$ cat src/common/gpib_window_consts.svh
`ifndef GPIB_WINDOW_CONSTS_SVH
`define GPIB_WINDOW_CONSTS_SVH

// Register indices; byte address is four times the index
`define IDX_IRQ_STATUS_A 12'hff8
`define IDX_IRQ_STATUS_B 12'hff9
`define IDX_ADDRESS_STATE 12'hffa
`define IDX_LINE_LEVELS 12'hffb
`define IDX_UNUSED_READ_A 12'hffc
`define IDX_UNUSED_READ_B 12'hffd
`define IDX_CMD_PASSTHROUGH 12'hffe
`define IDX_BYTE_RECEIVED 12'hfff
`define IDX_CHIP_FIRST 12'hff8
`define IDX_CHIP_LAST 12'hfff
`define IDX_ISA_CONTROL 12'h7ff
`define IDX_DMA_CONTROL 12'h808
`define IDX_MATCH_VALUE 12'h809
`define IDX_CLEAR_IRQ 12'h80a
`define IDX_COMBINED_STATUS 12'h811
`define IDX_IO_FIFO_PTR 12'h812
`define IDX_PROC_FIFO_PTR 12'h813

// Interface control fields
`define CTL_DMA_EN_BIT 0
`define CTL_IEN_BIT 2
`define CTL_SYSEN_BIT 3
// DMA control fields
`define DMA_DIR_BIT 0
`define DMA_MEN_BIT 1
// Combined status fields
`define CST_PEND_BIT 7
`define CST_IEN_BIT 6
`define CST_TC_BIT 5
`define CST_MATCH_BIT 4
`define CST_NOT_ACTIVE_CTLR_LINE_BIT 1
`define CST_CHIP_INT_BIT 0

// Controller chip field positions, passed through unchanged
`define CHIP_A_RX_BYTE_READY_BIT 5
`define CHIP_A_TX_BYTE_ROOM_BIT 4
`define CHIP_A_END_BIT 3
`define CHIP_B_ERR_BIT 6
`define CHIP_B_SECONDARY_ADDR_PASSTHRU_BIT 4
`define CHIP_B_DEVICE_CLEAR_ACTIVE_BIT 3
`define CHIP_LINE_DAV_BIT 6
`define CHIP_PRIMARY_BUS_ADDRESS_MSB 4

// Reset values
`define RST_CONTROL 1'b0
`define RST_MATCH_VALUE 8'h00
`define RST_CHIP_INT_N 1'b1
`define RST_NOT_ACTIVE_CTLR_LINE 1'b1
`define DIR_INBOUND 1'b0

// Chip strobe width and clock period in nanoseconds (100 MHz clock)
`define CHIP_STROBE_NS 60
`define CLK_PERIOD_NS 10

`endif

$ cat src/common/gpib_window_pkg.sv
`default_nettype none
package gpib_window_pkg;

  typedef enum logic [1:0] {
    ST_IDLE,
    ST_CHIP
  } bus_state_e;

  // Pins toward the controller chip
  typedef struct packed {
    logic [2:0] rs;
    logic rd;
    logic wr;
    logic [7:0] wdata;
  } chip_bus_s;

  // Whole state of the window block
  typedef struct packed {
    bus_state_e st;
    logic [7:0] cnt;
    logic ack;
    logic [31:0] dat;
    chip_bus_s chip;
    logic [7:0] rd_s1;
    logic [7:0] rd_s2;
    logic int_s1;
    logic int_s2;
    logic nc_s1;
    logic nc_s2;
    logic dma_en;
    logic ien;
    logic sysen;
    logic dir;
    logic men;
    logic [7:0] match_val;
    logic pend;
    logic tc_prev;
    logic match;
    logic irq;
  } window_state_s;

endpackage
`default_nettype wire

$ cat src/design/gpib_status_and_register_window.sv
// Summary of operation
// - Pending set by chip, count, match events
// - Pending cleared by reset or clear write
// - Interrupt output only while enable set
// - Status enable bit mirrors control enable
// - Terminal count when count zero; interrupts
// - Match flag when inbound byte equals value
// - Enabled inbound match interrupts, stops DMA
// - Status shows active-controller line, zero active
// - Status shows chip interrupt line, zero asserted
// - Read-only bus-side FIFO pointer register
// - Read-only processor-side FIFO pointer register
// - Chip registers at FF8 to FFF
// - Status A bit 5: byte received
// - Status A bit 4: room to send
// - Status A bit 3: byte had EOI
// - Status B bit 6: no acceptors error
// - Status B bit 3: device clear active
// - Status B bit 4: secondary passthrough
// - Line levels register shows live lines
// - Direction zero inbound, one outbound
//
// The Wishbone slave port was left to the implementer.
`include "gpib_window_consts.svh"
`default_nettype none

module gpib_status_and_register_window #(
  parameter int PTR_W = 8,
  parameter int CHIP_CYCLES = (`CHIP_STROBE_NS + `CLK_PERIOD_NS - 1) / `CLK_PERIOD_NS
) (
  // Clock and reset
  input wire logic clk_i,
  input wire logic rst_i,
  // Wishbone slave
  input wire logic wb_cyc_i,
  input wire logic wb_stb_i,
  input wire logic wb_we_i,
  input wire logic [13:0] wb_adr_i,
  input wire logic [3:0] wb_sel_i,
  input wire logic [31:0] wb_dat_i,
  output logic [31:0] wb_dat_o,
  output logic wb_ack_o,
  // Controller chip pins
  output gpib_window_pkg::chip_bus_s chip_o,
  input wire logic [7:0] chip_rdata_i,
  input wire logic chip_int_n_i,
  input wire logic not_active_ctlr_line_i,
  // DMA engine and FIFO, same clock
  input wire logic [31:0] dma_count_i,
  input wire logic dma_byte_valid_i,
  input wire logic [7:0] dma_byte_i,
  input wire logic [PTR_W-1:0] io_fifo_ptr_i,
  input wire logic [PTR_W-1:0] proc_fifo_ptr_i,
  // Control outputs
  output logic dma_en_o,
  output logic dma_dir_o,
  output logic match_en_o,
  output logic sys_ctlr_en_o,
  output logic irq_o
);

  // Chip window decode, used by the bus logic and by a check
  function automatic logic is_chip(input logic [11:0] idx);
    is_chip = (idx >= `IDX_CHIP_FIRST) && (idx <= `IDX_CHIP_LAST);
  endfunction

  localparam logic [7:0] CHIP_LAST_CNT = 8'(CHIP_CYCLES - 1);

  gpib_window_pkg::window_state_s q, d;
  logic [11:0] idx;
  logic req;
  logic tc_now;
  logic match_rise;

  assign idx = wb_adr_i[13:2];
  // A new request is taken only once the previous ack has dropped
  assign req = wb_cyc_i && wb_stb_i && !q.ack;
  assign tc_now = (dma_count_i == 32'h0000_0000);

  // Next-state logic for the whole block
  always_comb begin
    logic byte_in;
    logic [7:0] byte_val;
    logic wr_lo;
    byte_in = 1'b0;
    byte_val = 8'h00;
    wr_lo = 1'b0;
    match_rise = 1'b0;
    d = q;
    d.ack = 1'b0;
    // Two-flop synchronisers for chip pins
    d.rd_s1 = chip_rdata_i;
    d.rd_s2 = q.rd_s1;
    d.int_s1 = chip_int_n_i;
    d.int_s2 = q.int_s1;
    d.nc_s1 = not_active_ctlr_line_i;
    d.nc_s2 = q.nc_s1;
    d.tc_prev = tc_now;

    case (q.st)
      gpib_window_pkg::ST_IDLE: begin
        if (req && is_chip(idx)) begin
          // Every chip offset, including unused ones, goes out unchanged
          d.chip.rs = idx[2:0];
          d.chip.rd = !wb_we_i;
          d.chip.wr = wb_we_i && wb_sel_i[0];
          d.chip.wdata = wb_dat_i[7:0];
          d.cnt = CHIP_LAST_CNT;
          d.st = gpib_window_pkg::ST_CHIP;
        end else if (req) begin
          d.ack = 1'b1;
          d.dat = 32'h0000_0000;
          wr_lo = wb_we_i && wb_sel_i[0];
          if (idx == `IDX_ISA_CONTROL) begin
            d.dat[`CTL_DMA_EN_BIT] = q.dma_en;
            d.dat[`CTL_IEN_BIT] = q.ien;
            d.dat[`CTL_SYSEN_BIT] = q.sysen;
            if (wr_lo) begin
              d.dma_en = wb_dat_i[`CTL_DMA_EN_BIT];
              d.ien = wb_dat_i[`CTL_IEN_BIT];
              d.sysen = wb_dat_i[`CTL_SYSEN_BIT];
            end
          end else if (idx == `IDX_DMA_CONTROL) begin
            d.dat[`DMA_DIR_BIT] = q.dir;
            d.dat[`DMA_MEN_BIT] = q.men;
            if (wr_lo) begin
              d.dir = wb_dat_i[`DMA_DIR_BIT];
              d.men = wb_dat_i[`DMA_MEN_BIT];
            end
          end else if (idx == `IDX_MATCH_VALUE) begin
            d.dat[7:0] = q.match_val;
            if (wr_lo) begin
              d.match_val = wb_dat_i[7:0];
            end
          end else if (idx == `IDX_CLEAR_IRQ) begin
            if (wb_we_i) begin
              d.pend = 1'b0;
            end
          end else if (idx == `IDX_COMBINED_STATUS) begin
            d.dat[`CST_PEND_BIT] = q.pend;
            d.dat[`CST_IEN_BIT] = q.ien;
            d.dat[`CST_TC_BIT] = q.tc_prev;
            d.dat[`CST_MATCH_BIT] = q.match;
            d.dat[`CST_NOT_ACTIVE_CTLR_LINE_BIT] = q.nc_s2;
            d.dat[`CST_CHIP_INT_BIT] = q.int_s2;
          end else if (idx == `IDX_IO_FIFO_PTR) begin
            d.dat[PTR_W-1:0] = io_fifo_ptr_i;
          end else if (idx == `IDX_PROC_FIFO_PTR) begin
            d.dat[PTR_W-1:0] = proc_fifo_ptr_i;
          end
          // Unmapped indices answer with zero and no side effect
        end
      end
      gpib_window_pkg::ST_CHIP: begin
        if (q.cnt == 8'h00) begin
          d.chip.rd = 1'b0;
          d.chip.wr = 1'b0;
          d.ack = 1'b1;
          d.dat = 32'h0000_0000;
          // Chip status and line bytes pass through bit for bit
          d.dat[7:0] = q.rd_s2;
          d.st = gpib_window_pkg::ST_IDLE;
          // Parenthesised compare; a bare mask here would bind looser than the equality
          if (q.chip.rd && (q.chip.rs == 3'(`IDX_BYTE_RECEIVED)) && q.dir == `DIR_INBOUND) begin
            byte_in = 1'b1;
            byte_val = q.rd_s2;
          end
        end else begin
          d.cnt = q.cnt - 8'h01;
        end
      end
      default: begin
        d.st = gpib_window_pkg::ST_IDLE;
      end
    endcase

    // Inbound bytes from the DMA engine also feed the matcher
    if (dma_byte_valid_i && q.dir == `DIR_INBOUND) begin
      byte_in = 1'b1;
      byte_val = dma_byte_i;
    end
    if (byte_in) begin
      d.match = (byte_val == q.match_val);
    end
    match_rise = d.match && !q.match;

    // Events are applied last so a set beats a clear in the same cycle
    if (!q.int_s2) begin
      d.pend = 1'b1;
    end
    if (tc_now && !q.tc_prev) begin
      d.pend = 1'b1;
    end
    if (match_rise) begin
      d.pend = 1'b1;
      if (q.men && q.dir == `DIR_INBOUND && q.ien) begin
        d.dma_en = 1'b0;
      end
    end
    d.irq = d.pend && d.ien;
  end

  // State register; reset returns every control bit to zero
  always_ff @(posedge clk_i) begin
    if (rst_i) begin
      q <= '0;
      q.st <= gpib_window_pkg::ST_IDLE;
      q.int_s1 <= `RST_CHIP_INT_N;
      q.int_s2 <= `RST_CHIP_INT_N;
      q.nc_s1 <= `RST_NOT_ACTIVE_CTLR_LINE;
      q.nc_s2 <= `RST_NOT_ACTIVE_CTLR_LINE;
      q.dma_en <= `RST_CONTROL;
      q.ien <= `RST_CONTROL;
      q.sysen <= `RST_CONTROL;
      q.match_val <= `RST_MATCH_VALUE;
      q.pend <= 1'b0;
    end else begin
      q <= d;
    end
  end

  // Outputs straight from the state register
  assign wb_dat_o = q.dat;
  assign wb_ack_o = q.ack;
  assign chip_o = q.chip;
  assign dma_en_o = q.dma_en;
  assign dma_dir_o = q.dir;
  assign match_en_o = q.men;
  assign sys_ctlr_en_o = q.sysen;
  assign irq_o = q.irq;

  // Checks
  a_pend_reset_zero: assert property (@(posedge clk_i) rst_i |=> !q.pend)
    else $error("pending flag not cleared by reset");

  a_irq_needs_enable: assert property (@(posedge clk_i) disable iff (rst_i)
    irq_o |-> (q.ien && q.pend))
    else $error("interrupt driven without enable or pending");

  a_chip_int_sets: assert property (@(posedge clk_i) disable iff (rst_i)
    !q.int_s2 |=> q.pend)
    else $error("chip interrupt did not set pending");

  a_tc_edge_pend: assert property (@(posedge clk_i) disable iff (rst_i)
    (tc_now && !q.tc_prev) |=> (q.pend && q.tc_prev))
    else $error("terminal count edge did not set pending");

  a_match_stop_dma: assert property (@(posedge clk_i) disable iff (rst_i)
    ($rose(q.match) && $past(q.men && !q.dir && q.ien)) |-> (!q.dma_en && q.pend))
    else $error("enabled match did not stop DMA");

  a_match_flag_set: assert property (@(posedge clk_i) disable iff (rst_i)
    (dma_byte_valid_i && !q.dir && dma_byte_i == q.match_val) |=> q.match)
    else $error("matching inbound byte did not set match flag");

  a_ien_readback: assert property (@(posedge clk_i) disable iff (rst_i)
    (wb_ack_o && !wb_we_i && idx == `IDX_COMBINED_STATUS) |-> wb_dat_o[`CST_IEN_BIT] == q.ien)
    else $error("status enable bit differs from control");

  a_chip_select: assert property (@(posedge clk_i) disable iff (rst_i)
    (chip_o.rd || chip_o.wr) |-> (chip_o.rs == wb_adr_i[4:2] && is_chip(idx)))
    else $error("chip strobe with wrong register select");

  a_chip_ack_end: assert property (@(posedge clk_i) disable iff (rst_i)
    $fell(chip_o.rd || chip_o.wr) |-> wb_ack_o ##1 !wb_ack_o)
    else $error("chip access end not acknowledged for one cycle");

endmodule // gpib_status_and_register_window
`default_nettype wire

$ cat config.mk
export PLATFORM = sky130hd
export DESIGN_NAME = gpib_status_and_register_window
export DESIGN_NICKNAME = d
export VERILOG_FILES = /design/src/common/gpib_window_pkg.sv /design/src/design/gpib_status_and_register_window.sv
export VERILOG_INCLUDE_DIRS = /design/src /design/src/common
export SDC_FILE = /design/constraint.sdc
export NUM_CORES = 1
export LEC_CHECK = 0
export ABC_AREA = 1
export BUFFER_PORTS_ARGS = -buffer_cell sky130_fd_sc_hd__buf_2
export CAP_MARGIN = 10
export CORE_ASPECT_RATIO = 0.8
export CORE_MARGIN = 5
export CORE_UTILIZATION = 32
export DETAILED_ROUTE_END_ITERATION = 10
export SETUP_SLACK_MARGIN = 0.2
export SYNTH_ARGS = -nofsm -noshare
export SYNTH_HDL_FRONTEND = slang
export SYNTH_SLANG_ARGS = --single-unit
$ cat constraint.sdc
create_clock -name clk_i -period 2.48 [get_ports clk_i]
set_clock_uncertainty 0.15 [all_clocks]
set_input_delay 0.248 -clock clk_i [delete_from_list [all_inputs] [get_ports clk_i]]
set_output_delay 0.248 -clock clk_i [all_outputs]
set_load 0.03 [all_outputs]
==> flow_metrics.py, run 1 <==
metrics = {
    "die": {
        "ios": 173,
        "floorplan.initialDensity": 0.325,
        "core_sq_um": 11500,
        "die_x_um": 131,
        "dieArea_sq_um": 13900,
        "rows": 35,
        "die_y_um": 107,
    },
    "global_route": {
        "gr-total-overflow": 0,
        "grt.total_usage": 0.155,
        "grt_pass1_vias": 3393,
        "grt_pass1_wl_mm": 16.8,
        "grt_max_degree": 49,
        "antenna_found_initial": 0,
    },
    "timing": {
        "rsz0062_at_grt": "no",
        "timing.final.max_slew_violations": 0,
        "tightest_slew_ns": 0.543,
        "period_needed_ns": 2.12,
        "setup_viol": 0,
        "timing.fmax_ghz": 0.471,
        "fin_setup_tns_ns": 0,
        "max-slew-margin-rel": 0.636,
        "postLayoutSetupSlackWorst_ns": 0.356,
        "fin_crit_sh": 0.856,
        "hold_viol": 0,
    },
    "routing": {
        "drt_pass1_iterations": 4,
        "ant_nets": 0,
        "routed_via_density": 4.56,
        "drc_errors": 0,
        "drtIter0Drc": 216,
        "routed_wl_mm": 11.2,
        "via_count": 3665,
        "wl_per_cell_um": 14.0,
    },
    "worst_setup_path": {
        "crit_top_cell": "nand2_1",
        "end_kind": "register",
        "crit_arrival_ns": 2.21,
        "worstReg2RegStart": "q[84]",
        "cp_num_buf_inv": 3,
        "slowest_delay_ns": 0.32,
        "endpoint": "dma_en_o",
        "cp_slowest_cell": "dfxtp_1",
        "required_ns": 2.56,
        "worstReg2RegEnd": "dma_en_o",
        "reg2regPathDepth": 13,
        "ff2ff_setup_slack_ns": 0.36,
        "crit_path_cell_trace": "inv_1 > ha_1 > nand2_1 > nor2_2 > buf_4 > a31o_2 > nand2_1 > nor2_1 > nand3_1 > nor2_1 > nand3_1 > nand2_1 > inv_1",
        "cp.depth": 13,
        "crit_start": "q[84]",
        "critPathLaunchType": "register",
        "critPathMaxFanout": 6,
        "cp_top_family": "simple AND/OR/NAND/NOR gates",
        "path_class": "reg -> reg",
    },
    "job": {
        "drv_cap": 0,
    },
    "synth": {
        "yosysWarnings": 0,
        "synth_fa_ha_area_frac": 0.00670,
        "syn-cell-area_sq_um": 3730,
        "syn_inst": 538,
        "synth_compound_area_frac": 0.142,
        "synth.avg_cell_area_sq_um": 6.94,
        "synth_xor_area_frac": 0.0117,
        "synth_area_leader_cell": "dfxtp_1",
        "synth_area_leaders": "dfxtp_1, buf_4, inv_1, nand2_1, nor2_1",
        "synth_top_family_by_area": "simple AND/OR/NAND/NOR gates",
        "synth.top_cell.area_share": 0.365,
        "synthSimpleGateAreaFrac": 0.277,
        "synth_mux_area_frac": 0,
        "ys_types": 42,
        "ys_ff_latch": 68,
        "ys_seq_area_frac": 0.365,
    },
    "final_layout": {
        "final_area_sq_um": 4660,
        "drive_gt1_frac": 0.264,
        "areaGrowthSynthToFinish_pct": 24.8,
        "finalNonFillerCells": 804,
        "nets": 776,
        "antennaDiodeCount": 0,
    },
    "clocking": {
        "clock_latency_ns": 0.33,
        "cts_root_buf": "clkbuf_16",
        "clkTransAtPathRegs_ns": 0.06,
        "cts_tree": "yes",
        "cts_buffers": 9,
        "cts_num_sinks": 68,
        "cts.htree.levels": 3,
        "clockBufferDepth": 2,
    },
    "pwr": {
        "power.density_nw_per_um2": 545,
        "ir_drop_mv": 0.528,
        "leakagePower_nw": 2.33,
    },
    "placement": {
        "dp_cells": 775,
        "dp_hpwl_mm": 9.11,
        "numPortBuffers": 119,
        "placed_area_sq_um": 4240,
        "gp_congestion": 0.855,
        "dp_slack_ns": 0.265,
    },
    "run_status": {
        "status": "finished clean",
    },
    "min_path": {
        "min_path_type": "in -> reg",
    },
}
[cell usage after synthesis, drive strengths merged]
library cell / number
a211oi: 10
or2: 6
o221ai: 5
a31o: 1
nor2: 76
xor2: 2
clkinv: 1
nor3b: 1
ha: 2
o211ai: 2
nand3: 26
o311a: 1
xnor2: 3
o22ai: 4
nand2: 79
o21ai: 34
buf: 50
nor4: 8
clkbuf: 8
nand4: 15
inv: 88
nand3b: 5
conb: 1
o21bai: 1
a31oi: 1
a32o: 3
a21oi: 27
dfxtp: 68
nor3: 10
[worst min path at each step]
stage | from | to | slack, ns | depth (start not counted)
2_1_floorplan | rst_i | wb_ack_o | 0.18 | 1
3_3_place_gp | d[28] | q[28] | 0.24 | 2
3_5_place_dp | d[24] | q[24] | 0.24 | 2
4_1_cts | wb_dat_i[5] | chip_o[5] | 0.02 | 3
5_1_grt | wb_dat_i[4] | q[8] | 0.05 | 3
6_report | wb_dat_i[5] | chip_o[5] | 0.03 | 3
[through the flow]
step                      power (mW)  utilization  hold slack, ns
after detailed placement        1.38        0.369           0.243
after global placement          1.38        0.369           0.243
final                           2.54        0.406          0.0251
after global routing            2.65        0.406          0.0468
after CTS                       2.56        0.402          0.0186
after floorplan                 1.30            -           0.184
[where the power goes]
| group | switching, mW | total [mW] | internal (mW) |
|---|---|---|---|
| Clock | 0.467 | 1.17 | 0.700 |
| Combinational | 0.160 | 0.255 | 0.0949 |
| Sequential | 0.00730 | 1.12 | 1.11 |
| Total | 0.635 | 2.54 | 1.91 |
[final cells by class]
cell class                      count  area [sq um]
Sequential cell                    68          1360
Clock buffer                       10           239
Multi-Input combinational cell    347          1750
Clock inverter                      5          37.5
Timing Repair Buffer              137           756
Fill cell                        1209          6810
Inverter                           89           334
Tap cell                          148           185
[worst min-delay path, stage by stage]
cell and delay [ns]:
buf_2 0.07, inv_1 0.04, a21oi_1 0.10
[logic make-up after synthesis]
group           Yosys count
simple gates            226
xor+xnor                  5
fa+ha+maj                 2
compound gates           89
buf+inv                 147
flops                    68
other cells               1
[routing by layer]
metal  GRT usage  wire (um)  vias up
met2       0.244       4760      124
met4      0.0323         89        0
met3      0.0418        972        7
met1       0.212       5400     1617
met5           0          0        -
li1            -          -     1917
[cells in the final DEF, fill, tap and decap left out, types with 2 or more instances in the layout]
cell type / instances
clkbuf_16: 9
o21ai_1: 8
nor2_4: 2
o21ai_0: 25
o22ai_1: 4
inv_2: 10
nor2_1: 71
conb_1: 24
nand3b_1: 5
inv_1: 78
dfxtp_1: 68
nand4_1: 15
buf_4: 8
o221ai_1: 5
dlygate4sd3_1: 10
xnor2_1: 3
xor2_1: 2
a32o_1: 3
o211ai_1: 2
nand3_1: 22
nand2_1: 77
a21oi_1: 27
nand3_2: 4
nor2_2: 4
buf_2: 119
a211oi_1: 10
ha_1: 2
clkinvlp_4: 2
or2_2: 5
nand2_2: 2
nor4_1: 8
nor3_1: 8
[flip-flops by register name (all words and copies together), names as in the netlist]
register / count
match_en_o: 1
dma_en_o: 1
wb_dat_o: 8
chip_o: 13
dma_dir_o: 1
sys_ctlr_en_o: 1
wb_ack_o: 1
d: 10
irq_o: 1
q: 31
[repair_timing]
item,in CTS,in global routing
endpoints found under the hold margin,10,0
hold buffers,10,0
buffers inserted,0,3
gates resized for setup,0,5
setup endpoints to repair,0,4
No activity file was read; power rests on OpenSTA's default activity.
==> run 2, diff against run 1 <==
- PLACE_DENSITY_LB_ADDON: not set -> 0.2
==> flow_metrics.py, run 2 (synthesized netlist as in run 1, its figures left out) <==
metrics = {
    "run_status": {
        "status": "finished clean",
    },
    "clocking": {
        "cts.htree.levels": 3,
        "cts_tree": "yes",
        "clockBufferDepth": 2,
        "cts_root_buf": "clkbuf_16",
        "clkTransAtPathRegs_ns": 0.05,
        "clock_latency_ns": 0.33,
        "cts_buffers": 9,
        "cts_num_sinks": 68,
    },
    "final_layout": {
        "areaGrowthSynthToFinish_pct": 25.4,
        "final_area_sq_um": 4680,
        "n_fill_cell": 1227,
        "nets": 774,
        "largest_reg_flops": 31,
        "drive_gt1_frac": 0.265,
        "final_cell_mix": "buf_2, inv_1, nand2_1",
        "finalNonFillerCells": 802,
        "regMostFlops": "q",
        "mostFrequentLayoutCell": "buf_2",
        "antennaDiodeCount": 0,
    },
    "placement": {
        "numPortBuffers": 119,
        "dp_cells": 775,
        "dp_hpwl_mm": 9.13,
        "placed_area_sq_um": 4240,
        "gp_congestion": 0.828,
    },
    "global_route": {
        "grt.total_usage": 0.158,
        "gr-total-overflow": 0,
        "antenna_found_initial": 0,
        "grt_pass1_wl_mm": 17.1,
        "grt_max_degree": 39,
        "grt_pass1_vias": 3462,
    },
    "die": {
        "die_x_um": 131,
        "dieArea_sq_um": 13900,
        "rows": 35,
        "ios": 173,
        "floorplan.initialDensity": 0.325,
        "core_sq_um": 11500,
        "die_y_um": 107,
    },
    "timing": {
        "period_needed_ns": 2.09,
        "timing.final.max_slew_violations": 0,
        "timing.fmax_ghz": 0.477,
        "fin_worst_hold_slack_ns": 0.0238,
        "fin_crit_sh": 0.845,
        "tightest_slew_ns": 0.598,
        "max-slew-margin-rel": 0.601,
        "fin_setup_tns_ns": 0,
        "setup_viol": 0,
        "rsz0062_at_grt": "no",
        "hold_viol": 0,
    },
    "worst_setup_path": {
        "end_kind": "register",
        "path_class": "reg -> reg",
        "cp_slowest_cell": "dfxtp_1",
        "crit_path_cell_trace": "inv_1 > ha_1 > nand2_2 > nor2_4 > nand3_2 > o21ai_2 > xor2_1 > nand2_1 > nor2_2 > nand3_2 > a21oi_1",
        "slowest_delay_ns": 0.32,
        "critPathLaunchType": "register",
        "critPathMaxFanout": 6,
        "crit_top_cell": "nand3_2",
        "required_ns": 2.59,
        "cp_top_family": "simple AND/OR/NAND/NOR gates",
        "cp_num_buf_inv": 1,
        "crit_arrival_ns": 2.20,
    },
    "min_path": {
        "min_path_type": "in -> reg",
    },
    "routing": {
        "drc_errors": 0,
        "routed_via_density": 4.61,
        "drt_pass1_iterations": 5,
        "wl_per_cell_um": 13.9,
        "drtIter0Drc": 196,
        "ant_nets": 0,
        "routed_wl_mm": 11.2,
        "via_count": 3695,
    },
    "pwr": {
        "ir_drop_mv": 0.374,
        "leakagePower_nw": 2.34,
        "power.density_nw_per_um2": 556,
    },
    "job": {
        "drv_cap": 0,
    },
}
-- run 2: what timing repair did --
| action | in CTS | in global routing |
|---|---|---|
| endpoints found under the hold margin | 10 | 0 |
| setup buffers | 0 | 1 |
| gates resized for setup | 0 | 12 |
| hold buffers | 10 | 0 |
| endpoints found under the setup margin | 0 | 9 |
-- run 2: area by class of cell --
| type | instances | area [sq um] | share of cell area |
|---|---|---|---|
| multi-input combinational | 347 | 1770 | 0.378 |
| sequential | 68 | 1360 | 0.291 |
| timing repair buffer | 135 | 744 | 0.159 |
| inverter | 89 | 334 | 0.0714 |
| clock buffer | 13 | 250 | 0.0534 |
| tap | 148 | 185 | 0.0396 |
| clock inverter | 2 | 35.0 | 0.00748 |
-- run 2: path summary, 6_finish.rpt --
kind / from / endpoint / slack (ns) / depth (start not counted)
worst max-delay path: q[84] / irq_o / 0.39 / 11
worst min-delay path: wb_dat_i[4] / chip_o[4] / 0.02 / 3
worst max register to register: q[84] / irq_o / 0.39 / 11
worst min register to register: d[24] / q[24] / 0.25 / 2
-- run 2: per-stage QoR --
step | worst slack, ns | utilization | power, mW
global route | 0.209 | 0.408 | 2.72
finish | 0.386 | 0.408 | 2.60
detailed placement | 0.260 | 0.369 | 1.38
global placement | 0.281 | 0.369 | 1.38
floorplan | 0.610 | - | 1.30
CTS | 0.246 | 0.403 | 2.63
-- run 2: routing by layer --
metal	wire [um]	vias to the layer above	GRT usage
li1	-	1908	-
met1	5400	1650	0.219
met2	4730	128	0.242
met3	963	9	0.0503
met4	83	0	0.0294
met5	0	-	0
-- run 2: worst register-to-register path, delay by kind of cell (launching register included) --
family                     cells  cell delay (ns)
AOI/OAI and AO/OA              2             0.31
buffers and inverters          1             0.08
DFF                            1             0.32
xor gates and xnor gates       1             0.21
and+or+nand+nor                6             0.79
adders and majority gates      1             0.15
-- run 2: power breakdown --
part           total [mW]  leakage [nW]  switching (mW)  internal (mW)
logic               0.254          1.65           0.159         0.0952
clock network        1.23         0.140           0.430          0.798
registers            1.12         0.552         0.00715           1.11
total                2.60          2.34           0.596           2.01
